[src/rtl/converter_status_defines.vh]
// Purpose: Constants for the converter status register bank
// Assumes: 50 MHz core clock, register bus reached by a simple read/write port
// Notes: Timing counts assume the core clock period below
// Function
// Thermal trip sets bit 7, cleared by read
// Bit 6 follows die above 115 C
// Bit 5: 0 PFM, 1 PWM
// Bit 4: 0 pass-through, 1 boost
// Bypass FET limit sets bit 3, read clears
// Boost limit held 1.5ms sets bit 2
// Any fault sets bit 1, read clears
// Bit 0 high while output in range
// Forced pass-through forces output-in-range to 1
// Sticky flags survive; events during read kept
// Reset reads zero; writes have no effect
`ifndef CONVERTER_STATUS_DEFINES_VH
`define CONVERTER_STATUS_DEFINES_VH
`define STATUS_ADDR 8'h05
`define STATUS_RESET 8'h00
`define BIT_THERMAL_TRIP 7
`define BIT_DIE_HOT 6
`define BIT_SWITCHING_SCHEME 5
`define BIT_OPERATING_PATH 4
`define BIT_BYPASS_LIMIT 3
`define BIT_BOOST_LIMIT 2
`define BIT_FAULT 1
`define BIT_OUTPUT_IN_RANGE 0
`define CLK_PERIOD_NS 20
`define BOOST_LIMIT_TIME_US 1500
`define BOOST_LIMIT_CYCLES ((`BOOST_LIMIT_TIME_US * 1000) / `CLK_PERIOD_NS)
`endif

[src/rtl/sync2.v]
// Purpose: Two-flop synchroniser for a bus of asynchronous levels
// Assumes: Inputs are quasi-static analog comparator levels
// Notes: First stage is read only by the second stage
`timescale 1ns/100ps
module sync2 #(
  parameter WIDTH = 8
) (
  input wire core_clk_i,
  input wire srst_i,
  input wire [WIDTH-1:0] async_i,
  output reg [WIDTH-1:0] sync_o
);
  reg [WIDTH-1:0] meta_reg;

  // Two stages to settle metastability
  always @(posedge core_clk_i) begin
    if (srst_i) begin
      meta_reg <= {WIDTH{1'b0}};
      sync_o <= {WIDTH{1'b0}};
    end else begin
      meta_reg <= async_i;
      sync_o <= meta_reg;
    end
  end
endmodule // sync2

[src/rtl/converter_status.v]
// Purpose: Read-only status register with live and clear-on-read bits
// Assumes: Analog status levels arrive asynchronously; bus is core-clock synchronous
// Notes: A read returns data one cycle after rd_en_i; flags clear on that edge
`timescale 1ns/100ps
`include "converter_status_defines.vh"
module converter_status #(
  parameter BOOST_LIMIT_CYCLES = `BOOST_LIMIT_CYCLES
) (
  input wire core_clk_i,
  input wire srst_i,
  input wire thermal_trip_i,
  input wire die_hot_i,
  input wire pwm_active_i,
  input wire boost_path_i,
  input wire forced_bypass_i,
  input wire bypass_limit_i,
  input wire boost_limit_i,
  input wire fault_i,
  input wire output_in_range_i,
  input wire [7:0] addr_i,
  input wire rd_en_i,
  input wire wr_en_i,
  input wire [7:0] wr_data_i,
  output reg [7:0] rd_data_o,
  output reg rd_valid_o,
  output reg [7:0] converter_status_o
);
  wire [8:0] raw_in;
  wire [8:0] sync_in;
  reg [3:0] sticky_reg;
  reg [3:0] sticky_next;
  reg [3:0] event_prev_reg;
  reg [21:0] limit_cnt_reg;
  reg boost_limit_event;
  wire status_read;
  wire [3:0] events;
  wire [3:0] rise;
  wire range_bit;
  wire [7:0] status_now;

  assign raw_in = {output_in_range_i, forced_bypass_i, fault_i, boost_limit_i, bypass_limit_i,
                   boost_path_i, pwm_active_i, die_hot_i, thermal_trip_i};

  // Every analog level is resynchronised before use
  sync2 #(
    .WIDTH(9)
  ) u_sync (
    .core_clk_i(core_clk_i),
    .srst_i(srst_i),
    .async_i(raw_in),
    .sync_o(sync_in)
  );

  // Boost limit must persist 1.5ms while in boost path
  always @(posedge core_clk_i) begin
    if (srst_i) begin
      limit_cnt_reg <= 22'h000000;
      boost_limit_event <= 1'b0;
    end else begin
      boost_limit_event <= 1'b0;
      // Limit counts only while the boost path is active; one event per episode
      if (sync_in[5] && sync_in[3]) begin
        if (limit_cnt_reg == BOOST_LIMIT_CYCLES[21:0] - 22'h000001) begin
          boost_limit_event <= 1'b1;
          limit_cnt_reg <= limit_cnt_reg + 22'h000001;
        end else if (limit_cnt_reg < BOOST_LIMIT_CYCLES[21:0]) begin
          limit_cnt_reg <= limit_cnt_reg + 22'h000001;
        end
      end else begin
        limit_cnt_reg <= 22'h000000;
      end
    end
  end

  // Sticky sources: thermal trip, bypass limit, boost limit, fault
  assign events = {sync_in[0], sync_in[4], 1'b0, sync_in[6]};
  assign rise = {events[3] & ~event_prev_reg[3], events[2] & ~event_prev_reg[2],
                 boost_limit_event, events[0] & ~event_prev_reg[0]};
  assign status_read = rd_en_i && (addr_i == `STATUS_ADDR);

  // Set wins over the read clear so no event is lost
  always @* begin
    sticky_next = sticky_reg;
    if (status_read) begin
      sticky_next = 4'h0;
    end
    sticky_next = sticky_next | rise;
  end

  // Pass-through forced means range reported good
  assign range_bit = sync_in[8] | sync_in[7];
  assign status_now = {sticky_reg[3], sync_in[1], sync_in[2], sync_in[3],
                       sticky_reg[2], sticky_reg[1], sticky_reg[0], range_bit};

  // Registers and bus answer; writes are ignored
  always @(posedge core_clk_i) begin
    if (srst_i) begin
      sticky_reg <= 4'h0;
      event_prev_reg <= 4'h0;
      rd_data_o <= `STATUS_RESET;
      rd_valid_o <= 1'b0;
      converter_status_o <= `STATUS_RESET;
    end else begin
      sticky_reg <= sticky_next;
      event_prev_reg <= events;
      rd_valid_o <= rd_en_i;
      converter_status_o <= status_now;
      if (status_read) begin
        rd_data_o <= status_now;
      end else if (rd_en_i) begin
        rd_data_o <= 8'h00;
      end
    end
  end
endmodule // converter_status

[config.mk]
export PLATFORM = sky130hd
export DESIGN_NAME = converter_status
export DESIGN_NICKNAME = d
export VERILOG_FILES = /design/src/rtl/sync2.v /design/src/rtl/converter_status.v
export VERILOG_INCLUDE_DIRS = /design/src /design/src/rtl
export SDC_FILE = /design/constraint.sdc
export NUM_CORES = 1
export LEC_CHECK = 0
export BUFFER_PORTS_ARGS = -buffer_cell sky130_fd_sc_hd__buf_2
export CORE_UTILIZATION = 48
export CTS_CLUSTER_DIAMETER = 30
export CTS_CLUSTER_SIZE = 10
export DETAILED_ROUTE_END_ITERATION = 7
export HOLD_SLACK_MARGIN = 0.05
export PLACE_DENSITY = 0.71
export SYNTH_ARGS = -nofsm -noshare
export SYNTH_HDL_FRONTEND = slang
export SYNTH_HIERARCHICAL = 1
export SYNTH_SLANG_ARGS = --single-unit
[constraint.sdc]
create_clock -name core_clk_i -period 3.81 [get_ports core_clk_i]
set_clock_uncertainty 0.2 [all_clocks]
set_input_delay 0 -clock core_clk_i [delete_from_list [all_inputs] [get_ports core_clk_i]]
set_output_delay 0 -clock core_clk_i [all_outputs]
set_load 0.01 [all_outputs]
==> run summary, run 1 <==
Final nets -> 311
final setup margin -> 1.334 ns
# rows -> 24
Tot GR Track Use -> 18.68%
Critical Path End Type -> register
status -> finished, violations left
first-pass GRT wire length -> 7134 µm
clk_lat worst skew -> 0.33 ns
CP Launch Type -> register
CTS max path bufs -> 2
violations in the final reports -> DRC
largest net degree at the start of global routing -> 33
die area -> 4986 µm²
Achievable Freq -> 403.9 MHz
Antenna diodes -> 0
dpl ws -> 1.336 ns
CTS Buf Count -> 9
Worst Path Max Fanout -> 3
multi-input logic area -> 920.9 µm²
Main synth FF type -> dfxtp_1
Die Ht -> 70.61 µm
Final Hold Viols -> 0
minimum clock period -> 2.476 ns
Hold WC Path Type -> in2reg
Seq/Total Area, Yosys -> 57.59%
r2r endpoint -> limit_cnt_reg[15]
final antenna-violating net count -> 0
# port buffers -> 36
max cap viols -> 0
IO Pins -> 46
htree depth -> 3
number of global-route vias before repair -> 1,599
Setup Viol. Count Final -> 0
Post-Syn Area -> 2260 µm²
crit path DAT -> 2.54 ns
Synth Area per Inst -> 10.46 µm²
CTS sink cnt -> 65
Static Leak -> 1.220 nW
PwrDens -> 454.4 nW/µm²
Worst IR Drop VDD -> 0.3037 mV
worst r2r src -> limit_cnt_reg[17]
clock slew at reported path FFs -> 0.07 ns
grt ovf -> 0
WL/cell -> 12.31 µm
WHS Endpoint -> rd_data_o[6]
hpwl dp -> 2566 µm
Cell Count Post-Placement -> 299
DRT Wirelength -> 4150 µm
Area Growth Syn to Fin -> 28.63%
reg-to-reg slack, setup -> 1.33 ns
Initial Utilization -> 50.84%
DR iter-0 viols -> 105
Tcrit/Tclk final -> 64.98%
Die Span X -> 70.61 µm
Post-synth EDFFs -> 0
hold wc startpoint -> addr_i[1]
antenna violations before repair -> 0
DR vias/cell -> 5.089
DR DRC count -> 8
Synth Net Count -> 246
max reg flops -> 22
hold depth -> 3
ys async rst share -> 0%
unrepaired setup endpoints after global routing -> false
area of the core -> 4444 µm²
cell count after synthesis -> 216
hold slack -> 0.1345 ns
Syn. warnings -> 6
Root Buffer Master -> clkbuf_8
via count -> 1,715
fillcell total -> 361
Slew Viols, Final -> 0
layout cells sized above 1 -> 20.70%
RePlAce Congestion -> 0.8433
Crit Path Class -> reg2reg
sequential cell area -> 1301 µm²
CP required -> 3.87 ns
Yosys reg bits -> 65
CTS tree -> done
Final Non-Filler Cells -> 337
Yosys cell types -> 40
worst-margin pin slew -> 0.6095 ns
DRT Pass-1 Iters -> 6
worst r2r path cells -> 5
Slew HR -> 59.27%
setup TNS -> 0 ns
-- area by class of cell --
class | instances | share of cell area (%)
sequential | 65 | 44.77
multi-input combinational | 142 | 31.68
timing repair buffer | 59 | 14.12
clock buffer | 10 | 4.735
tap | 52 | 2.238
clock inverter | 5 | 1.937
inverter | 4 | 0.5166
-- report_power, final --
group          leakage, nW  switching [W]   total, W  internal, W
clock               0.0981       0.000256   0.000571     0.000315
sequential           0.529     0.00000349   0.000697     0.000694
combinational        0.593      0.0000197  0.0000527    0.0000330
-- cells by family (layout without fill, tap and decap cells) --
logic type | after synthesis | count (layout) | synth area share [%]
buf+inv | 9 | 78 | 1.661
xor+xnor | 6 | 6 | 2.326
simple gates | 101 | 101 | 27.41
fa+ha+maj | 1 | 1 | 0.5536
flops | 65 | 65 | 57.59
compound gates | 34 | 34 | 10.47
-- synth_stat cells, types with 5 or more instances --
cell type / number / area [µm²]
nand2_1: 11 / 41.29
nor2_1: 12 / 45.04
a22o_1: 11 / 96.34
nor3_1: 5 / 25.02
o21ai_0: 8 / 40.04
and3_1: 8 / 50.05
a21oi_1: 7 / 35.03
dfxtp_1: 65 / 1301
and2b_1: 7 / 52.55
nor2b_1: 22 / 137.6
nand3_1: 5 / 25.02
or3_1: 6 / 37.54
-- repair_timing --
| action | in CTS | in global routing |
|---|---|---|
| setup buffers | 0 | 0 |
| hold buffers | 23 | 0 |
| gates resized for setup | 0 | 0 |
| endpoints found under the hold margin | 39 | 0 |
-- worst max-delay path by stage --
stage | start | to | slack [ns] | depth (start not counted)
2_1_floorplan | limit_cnt_reg[17] | limit_cnt_reg[15] | 1.41 | 5
4_1_cts | limit_cnt_reg[17] | limit_cnt_reg[15] | 1.33 | 5
6_report | limit_cnt_reg[17] | limit_cnt_reg[15] | 1.33 | 5
3_3_place_gp | limit_cnt_reg[17] | limit_cnt_reg[5] | 1.30 | 5
5_1_grt | srst_i | limit_cnt_reg[2] | 1.14 | 6
3_5_place_dp | limit_cnt_reg[17] | limit_cnt_reg[15] | 1.34 | 5
-- worst max-delay path: stages, from the launching register on --
cell	delay, ns
dfxtp_1	0.31
or4_4	0.54
or4b_4	0.51
or4b_1	0.49
or2_0	0.23
a21oi_2	0.13
-- routing by layer --
layer	vias up	global-route usage [%]	part of all wire, %	routed length (µm)
met3	4	4.558	4.0	164
met4	0	12.00	1.3	54
met1	779	23.75	51	2111
met2	37	28.69	44	1819
met5	-	0	0	0
li1	895	-	-	-
-- stage by stage --
step | power [W] | area (µm²) | utilization (%)
floorplan | 0.0007308 | 2260 | -
global route | 0.001369 | 2907 | 65.40
CTS | 0.001329 | 2907 | 65.40
detailed placement | 0.0007476 | 2482 | 55.86
global placement | 0.0007461 | 2482 | 55.86
finish | 0.001321 | 2907 | 65.40
-- placed cells by master (no fill, tap or decap), types with 4 or more instances in the layout --
| master | instances |
|---|---|
| buf_2 | 36 |
| a21oi_1 | 7 |
| clkbuf_8 | 10 |
| nor3_1 | 5 |
| dlygate4sd3_1 | 23 |
| dfxtp_1 | 65 |
| nor2b_1 | 22 |
| and2b_1 | 7 |
| or3_1 | 6 |
| or4_1 | 4 |
| nand2_1 | 11 |
| inv_1 | 4 |
| and3_1 | 8 |
| o21ai_0 | 8 |
| a22o_1 | 11 |
| nor2_1 | 12 |
| xor2_1 | 4 |
| nand3_1 | 5 |
Note: power is estimated with default switching activity, not from simulation.
==> run 2: changes to the inputs <==
ABC_AREA = 1   (was unset)
PLACE_DENSITY = 0.7   (was 0.71)
clock period = 2.35 ns   (was 3.81 ns; I/O delays follow)
==> run summary, run 2 <==
Sw Pwr -> 0.0004964 W (+78%)
largest net degree at the start of global routing -> 29 (-12%)
synth cell count leaders -> 85 x nor2_1, 75 x nand2_1, 65 x dfxtp_1
Seq/Total Area, Yosys -> 49.38% (-8.2 points)
Antenna diodes -> 0 (unchanged)
Final nets -> 452 (+45%)
routed wl met2 -> 2278 µm (+25%)
count leader, synth -> nor2_1
most frequent cells in the layout -> 85 x nor2_1, 75 x nand2_1, 65 x dfxtp_1
Achievable Freq -> 435.5 MHz
Die Span X -> 76.09 µm (+7.8%)
CTS Buf Count -> 9 (unchanged)
# rows -> 26 (+8.3%)
CTS sink cnt -> 65 (unchanged)
grt ovf -> 0 (unchanged)
Area Growth Syn to Fin -> 25.78%
Setup Viol. Count Final -> 0 (unchanged)
Syn. warnings -> 6 (unchanged)
highest metal used -> met4
Main synth FF type -> dfxtp_1
most area-consuming cells after synthesis -> dfxtp_1 49%, nor2_1 12%, nand2_1 11%
Initial Utilization -> 50.62% (-0.22 points)
clock slew at reported path FFs -> 0.08 ns (about the same)
Static Leak -> 1.480 nW (+21%)
number of global-route vias before repair -> 1,956 (+22%)
Root Buffer Master -> clkbuf_8
Synth top area share -> 49.38% (-8.2 points)
antenna violations before repair -> 0 (unchanged)
Final Non-Filler Cells -> 497 (+47%)
WL met3 -> 218 µm (+33%)
PwrDens -> 686.1 nW/µm² (+51%)
# port buffers -> 36 (unchanged)
WL/cell -> 9.815 µm (-20%)
minimum clock period -> 2.296 ns
CTS tree -> done
Worst IR Drop VDD -> 0.3283 mV (+8.1%)
Clk pwr share -> 46.5% (+3.3 points)
sequential group share of total power -> 49.7% (-3.1 points)
CP Launch Type -> primary input
layout cells sized above 1 -> 15.69% (-5.0 points)
die area -> 5790 µm² (+16%)
DR iter-0 viols -> 82 (-22%)
IO Pins -> 46 (unchanged)
first-pass GRT wire length -> 8224 µm (+15%)
clk_lat worst skew -> 0.34 ns (about the same)
internal power -> 0.001777 W (+71%)
Hold WC Path Type -> in2reg
via count -> 2,217 (+29%)
max cap viols -> 0 (unchanged)
Post-synth EDFFs -> 0 (unchanged)
DR vias/cell -> 4.461 (-12%)
metal1 wirelength -> 2254 µm (+6.8%)
final antenna-violating net count -> 0 (unchanged)
Switching Fraction -> 21.83% (+0.69 points)
hpwl dp -> 3110 µm (+21%)
Worst Path Max Fanout -> 12 (+9)
commonest non-fill, non-tap cell in the layout -> nor2_1
Cell Count Post-Placement -> 457 (+53%)
cell count after synthesis -> 358 (+66%)
Util after Layout -> 63.68% (-1.7 points)
DRT Pass-1 Iters -> 4 (-2)
Yosys reg bits -> 65 (unchanged)
Slew HR -> 67.42% (+8.1 points)
max reg flops -> 22 (unchanged)
Synth Net Count -> 388 (+58%)
Logic pwr share -> 3.9% (about the same)
htree depth -> 3 (unchanged)
worst-margin pin slew -> 0.4857 ns (-0.1237 ns)
Die Ht -> 76.09 µm (+7.8%)
area of the core -> 5205 µm² (+17%)
Setup Buffers After CTS -> 0 (unchanged)
Slew Viols, Final -> 0 (unchanged)
cell taking the most area after synthesis -> dfxtp_1
Yosys cell types -> 23 (-43%)
Final Hold Viols -> 0 (unchanged)
DRT Wirelength -> 4878 µm (+18%)
Tcrit/Tclk final -> 97.71%
ys async rst share -> 0% (unchanged)
crit path DAT -> 2.33 ns (-0.21 ns)
Critical Path End Type -> register
DR DRC count -> 0 (-8)
Crit Path Class -> in2reg
Post-Syn Area -> 2635 µm² (+17%)
Synth Area per Inst -> 7.360 µm² (-30%)
Tot GR Track Use -> 17.63% (-1.0 points)
CP required -> 2.38 ns (-1.49 ns)
RePlAce Congestion -> 0.7949 (-5.7%)
CTS max path bufs -> 2 (unchanged)
status -> finished clean
[run 2: changes by cell type after synthesis, sizes merged, moves of 4 or more]
cell   previous run  this run
inv               4        56
and3              9         0
nand2            11        77
and2b             7         0
nor2             12        90
nor2b            22         0
nand3             5        26
or4               5         0
a21oi             8         4
a22o             11         0
buf               1         7
xor2              4        10
or3               6         0
[run 2: per-layer routing]
| layer | GRT usage, % | vias up |
|---|---|---|
| met2 | 30.00 | 48 |
| met5 | 0 | - |
| met1 | 20.45 | 949 |
| met3 | 5.150 | 14 |
| met4 | 8.077 | 0 |
| li1 | - | 1206 |
[run 2: metrics by stage]
| step | hold slack [ns] | setup slack, ns | cell area, µm² | power [W] | setup TNS, ns |
|---|---|---|---|---|---|
| floorplan | -0.1164 | 0.8144 | 2635 | 0.001193 | 0 |
| global placement | -0.001344 | 0.5866 | 2843 | 0.001215 | 0 |
| detailed placement | -0.005889 | 0.5907 | 2843 | 0.001217 | 0 |
| CTS | 0.06156 | 0.03938 | 3219 | 0.002295 | 0 |
| global route | 0.2157 | -0.009088 | 3314 | 0.002360 | -0.009088 |
| finish | 0.1911 | 0.05384 | 3314 | 0.002274 | 0 |
[run 2: cell families after synthesis]
family	Yosys count	share of synthesized area, %
DFF	65	49.38
buffers and inverters	66	10.83
xor gates and xnor gates	11	3.656
AOI/OAI and AO/OA	18	3.704
adders and majority gates	1	0.4748
and+or+nand+nor	197	31.96
[run 2: final timing paths]
check | to | depth (start not counted) | slack (ns) | from
worst max-delay path | sticky_reg[2] | 8 | 0.05 | addr_i[5]
worst min-delay path | converter_status_o[4] | 3 | 0.19 | srst_i
worst max register to register | limit_cnt_reg[14] | 7 | 0.57 | limit_cnt_reg[0]
worst min register to register | u_sync/sync_o[6] | 2 | 0.20 | u_sync/meta_reg[6]
[run 2: power groups by stage]
| stage | logic, W | clock network (W) | registers, W |
|---|---|---|---|
| global route | 0.0000994 | 0.00113 | 0.00113 |
| CTS | 0.0000790 | 0.00109 | 0.00113 |
| floorplan | 0.0000360 | 0 | 0.00116 |
| detailed placement | 0.0000610 | 0 | 0.00116 |
| global placement | 0.0000601 | 0 | 0.00115 |
| finish | 0.0000878 | 0.00106 | 0.00113 |
[run 2: area by class of cell]
class,instances,area [µm²]
clock buffers,9,123.9
multi-input cells,227,1054
flip-flops and latches,65,1301
clock inverters,7,102.6
well taps,70,87.58
fillers,480,1891
repair buffers,61,427.9
inverters,58,217.7
[run 2: timing repair]
item,in CTS,in global routing
setup endpoints to repair,0,1
resized for setup,0,2
hold buffers,15,9
endpoints found under the hold margin,41,10
[run 2: critical path: stages]
cell and delay [ns]:
dlygate4sd3_1 0.53, buf_2 0.12, nor2_1 0.08, dlygate4sd3_1 0.59, nand3_2 0.22, nand2_1 0.14
dlygate4sd3_1 0.57, o31ai_1 0.07
==> run 3: changes to the inputs <==
clock period = 2.79 ns   (was 2.35 ns; I/O delays follow)
==> run summary, run 3 (same netlist as run 2, synthesis figures left out) <==
status -> finished clean
Top delay family on crit path -> buffers and inverters
Buf+Inv Stages, Crit Path -> 5 (+1)
Slew Viols, Final -> 0 (unchanged)
clk_lat worst skew -> 0.33 ns (about the same)
CP Launch Type -> primary input
unrepaired setup endpoints after global routing -> false
crit path from -> rd_en_i
Root Buffer Master -> clkbuf_8
Setup Viol. Count Final -> 0 (unchanged)
via count -> 2,175 (-1.9%)
Hold WC Path Type -> in2reg
minimum clock period -> 2.310 ns
Final Hold Viols -> 0 (unchanged)
Worst path most repeated cell -> dlygate4sd3_1
commonest non-fill, non-tap cell in the layout -> nor2_1
most frequent cells in the layout -> 85 x nor2_1, 75 x nand2_1, 65 x dfxtp_1
IO Pins -> 46 (unchanged)
CP max-delay cell -> dlygate4sd3_1
slowest stage delay, CP -> 0.68 ns (+0.09 ns)
grt met1 use -> 19.70% (-0.75 points)
RePlAce Congestion -> 0.8102 (+1.9%)
Tcrit/Tclk final -> 82.79%
Worst IR Drop VDD -> 0.3205 mV (-2.4%)
Critical Path Sink -> sticky_reg[2]
antenna violations before repair -> 0 (unchanged)
area of the core -> 5205 µm² (unchanged)
die area -> 5790 µm² (unchanged)
CTS Buf Count -> 9 (unchanged)
Area Growth Syn to Fin -> 22.08%
cell area after placement -> 2843 µm² (unchanged)
layout cells sized above 1 -> 15.71% (+0.023 points)
worst r2r path cells -> 7 (unchanged)
Final nets -> 445 (-1.5%)
reg-to-reg slack, setup -> 1.00 ns (+0.43 ns)
M3 GR Usage -> 5.629% (+0.48 points)
DR DRC count -> 0 (unchanged)
# port buffers -> 36 (unchanged)
max cap viols -> 0 (unchanged)
Static Leak -> 1.436 nW (-3.0%)
htree depth -> 3 (unchanged)
Initial Utilization -> 50.62% (unchanged)
DR vias/cell -> 4.439 (-0.49%)
DRT Wirelength -> 4552 µm (-6.7%)
Crit Path Class -> in2reg
Util after Layout -> 61.80% (-1.9 points)
global-route layer with the greatest usage -> met2
Die Span X -> 76.09 µm (unchanged)
clock slew at reported path FFs -> 0.07 ns (about the same)
CTS max path bufs -> 2 (unchanged)
CP Depth -> 9 (+1)
Slew HR -> 66.88% (-0.54 points)
cell area after layout -> 3217 µm² (-2.9%)
hold slack -> 0.1940 ns (+0.002877 ns)
worst r2r src -> limit_cnt_reg[0]
CP required -> 2.81 ns (+0.43 ns)
hpwl dp -> 3073 µm (-1.2%)
setup TNS -> 0 ns (unchanged)
worst-margin pin slew -> 0.4938 ns (+0.008039 ns)
first-pass GRT wire length -> 8045 µm (-2.2%)
# rows -> 26 (unchanged)
cts repair resizes -> 0 (unchanged)
DRT Pass-1 Iters -> 4 (unchanged)
Die Ht -> 76.09 µm (unchanged)
Antenna diodes -> 0 (unchanged)
CTS sink cnt -> 65 (unchanged)
Worst Path Max Fanout -> 10 (-2)
number of global-route vias before repair -> 1,940 (-0.82%)
cell-by-cell trace of the critical path -> dlygate4sd3_1 > buf_2 > inv_2 > nor3_1 > dlygate4sd3_1 > nand3_1 > dlygate4sd3_1 > nand2_1 > o31ai_1
r2r endpoint -> limit_cnt_reg[14]
max reg flops -> 22 (unchanged)
crit path DAT -> 2.33 ns (about the same)
Tot GR Track Use -> 17.48% (-0.15 points)
PwrDens -> 564.4 nW/µm² (-18%)
grt ovf -> 0 (unchanged)
hold wc startpoint -> srst_i
Achievable Freq -> 432.9 MHz
Critical Path End Type -> register
global routing usage on met2 -> 30.00% (unchanged)
largest net degree at the start of global routing -> 29 (unchanged)
CTS tree -> done
final antenna-violating net count -> 0 (unchanged)
DR iter-0 viols -> 74 (-9.8%)
WL/cell -> 9.290 µm (-5.3%)
[run 3: cell types whose count changed in the layout (fill, tap and decap cells not counted), sizes merged]
cell,before,now
bufinv,2,1
clkinv,5,6
clkbuf,9,10
clkinvlp,1,0
dlygate4sd3,24,17
[run 3: power by group]
| group | internal, W | switching [W] | total [W] |
|---|---|---|---|
| Combinational | 0.0000351 | 0.0000315 | 0.0000666 |
| Sequential | 0.000947 | 0.00000437 | 0.000952 |
| Clock | 0.000440 | 0.000358 | 0.000797 |
[run 3: layout make-up]
type,instances,area [µm²]
fillers,467,1988
multi-input cells,227,1049
well taps,70,87.58
clock buffers,10,137.6
inverters,58,217.7
flip-flops and latches,65,1301
clock inverters,6,66.31
repair buffers,54,357.8
[run 3: stage by stage]
step	worst slack, ns	std cells	power, W
2_1_floorplan	1.254	358	0.001005
3_5_place_dp	1.001	457	0.001025
6_report	0.4802	490	0.001816
3_3_place_gp	1.016	457	0.001023
5_1_grt	0.3548	490	0.001891
4_1_cts	0.4712	490	0.001845
[run 3: tightest hold or removal path, stage by stage]
cell,delay [ns]
dlygate4sd3_1,0.52
buf_2,0.11
nor2_1,0.05
[run 3: routing by layer]
layer / vias up / wire, µm
li1: 1193 / -
met1: 935 / 2158
met2: 43 / 2151
met5: - / 0
met4: 0 / 17
met3: 4 / 225
[run 3: worst min path at each step]
stage                                  endpoint  slack (ns)  cells past startpoint
after floorplan           converter_status_o[4]       -0.12                      1
after global placement       u_sync/meta_reg[4]     -0.0009                      3
after detailed placement     u_sync/meta_reg[2]       0.007                      3
after CTS                    u_sync/meta_reg[2]        0.18                      4
after global routing         u_sync/meta_reg[7]        0.20                      4
final                     converter_status_o[4]        0.19                      3
[run 3: repair_timing]
item,CTS,global route
hold buffers,17,0
hold endpoints to repair,41,0
setup buffers,0,0
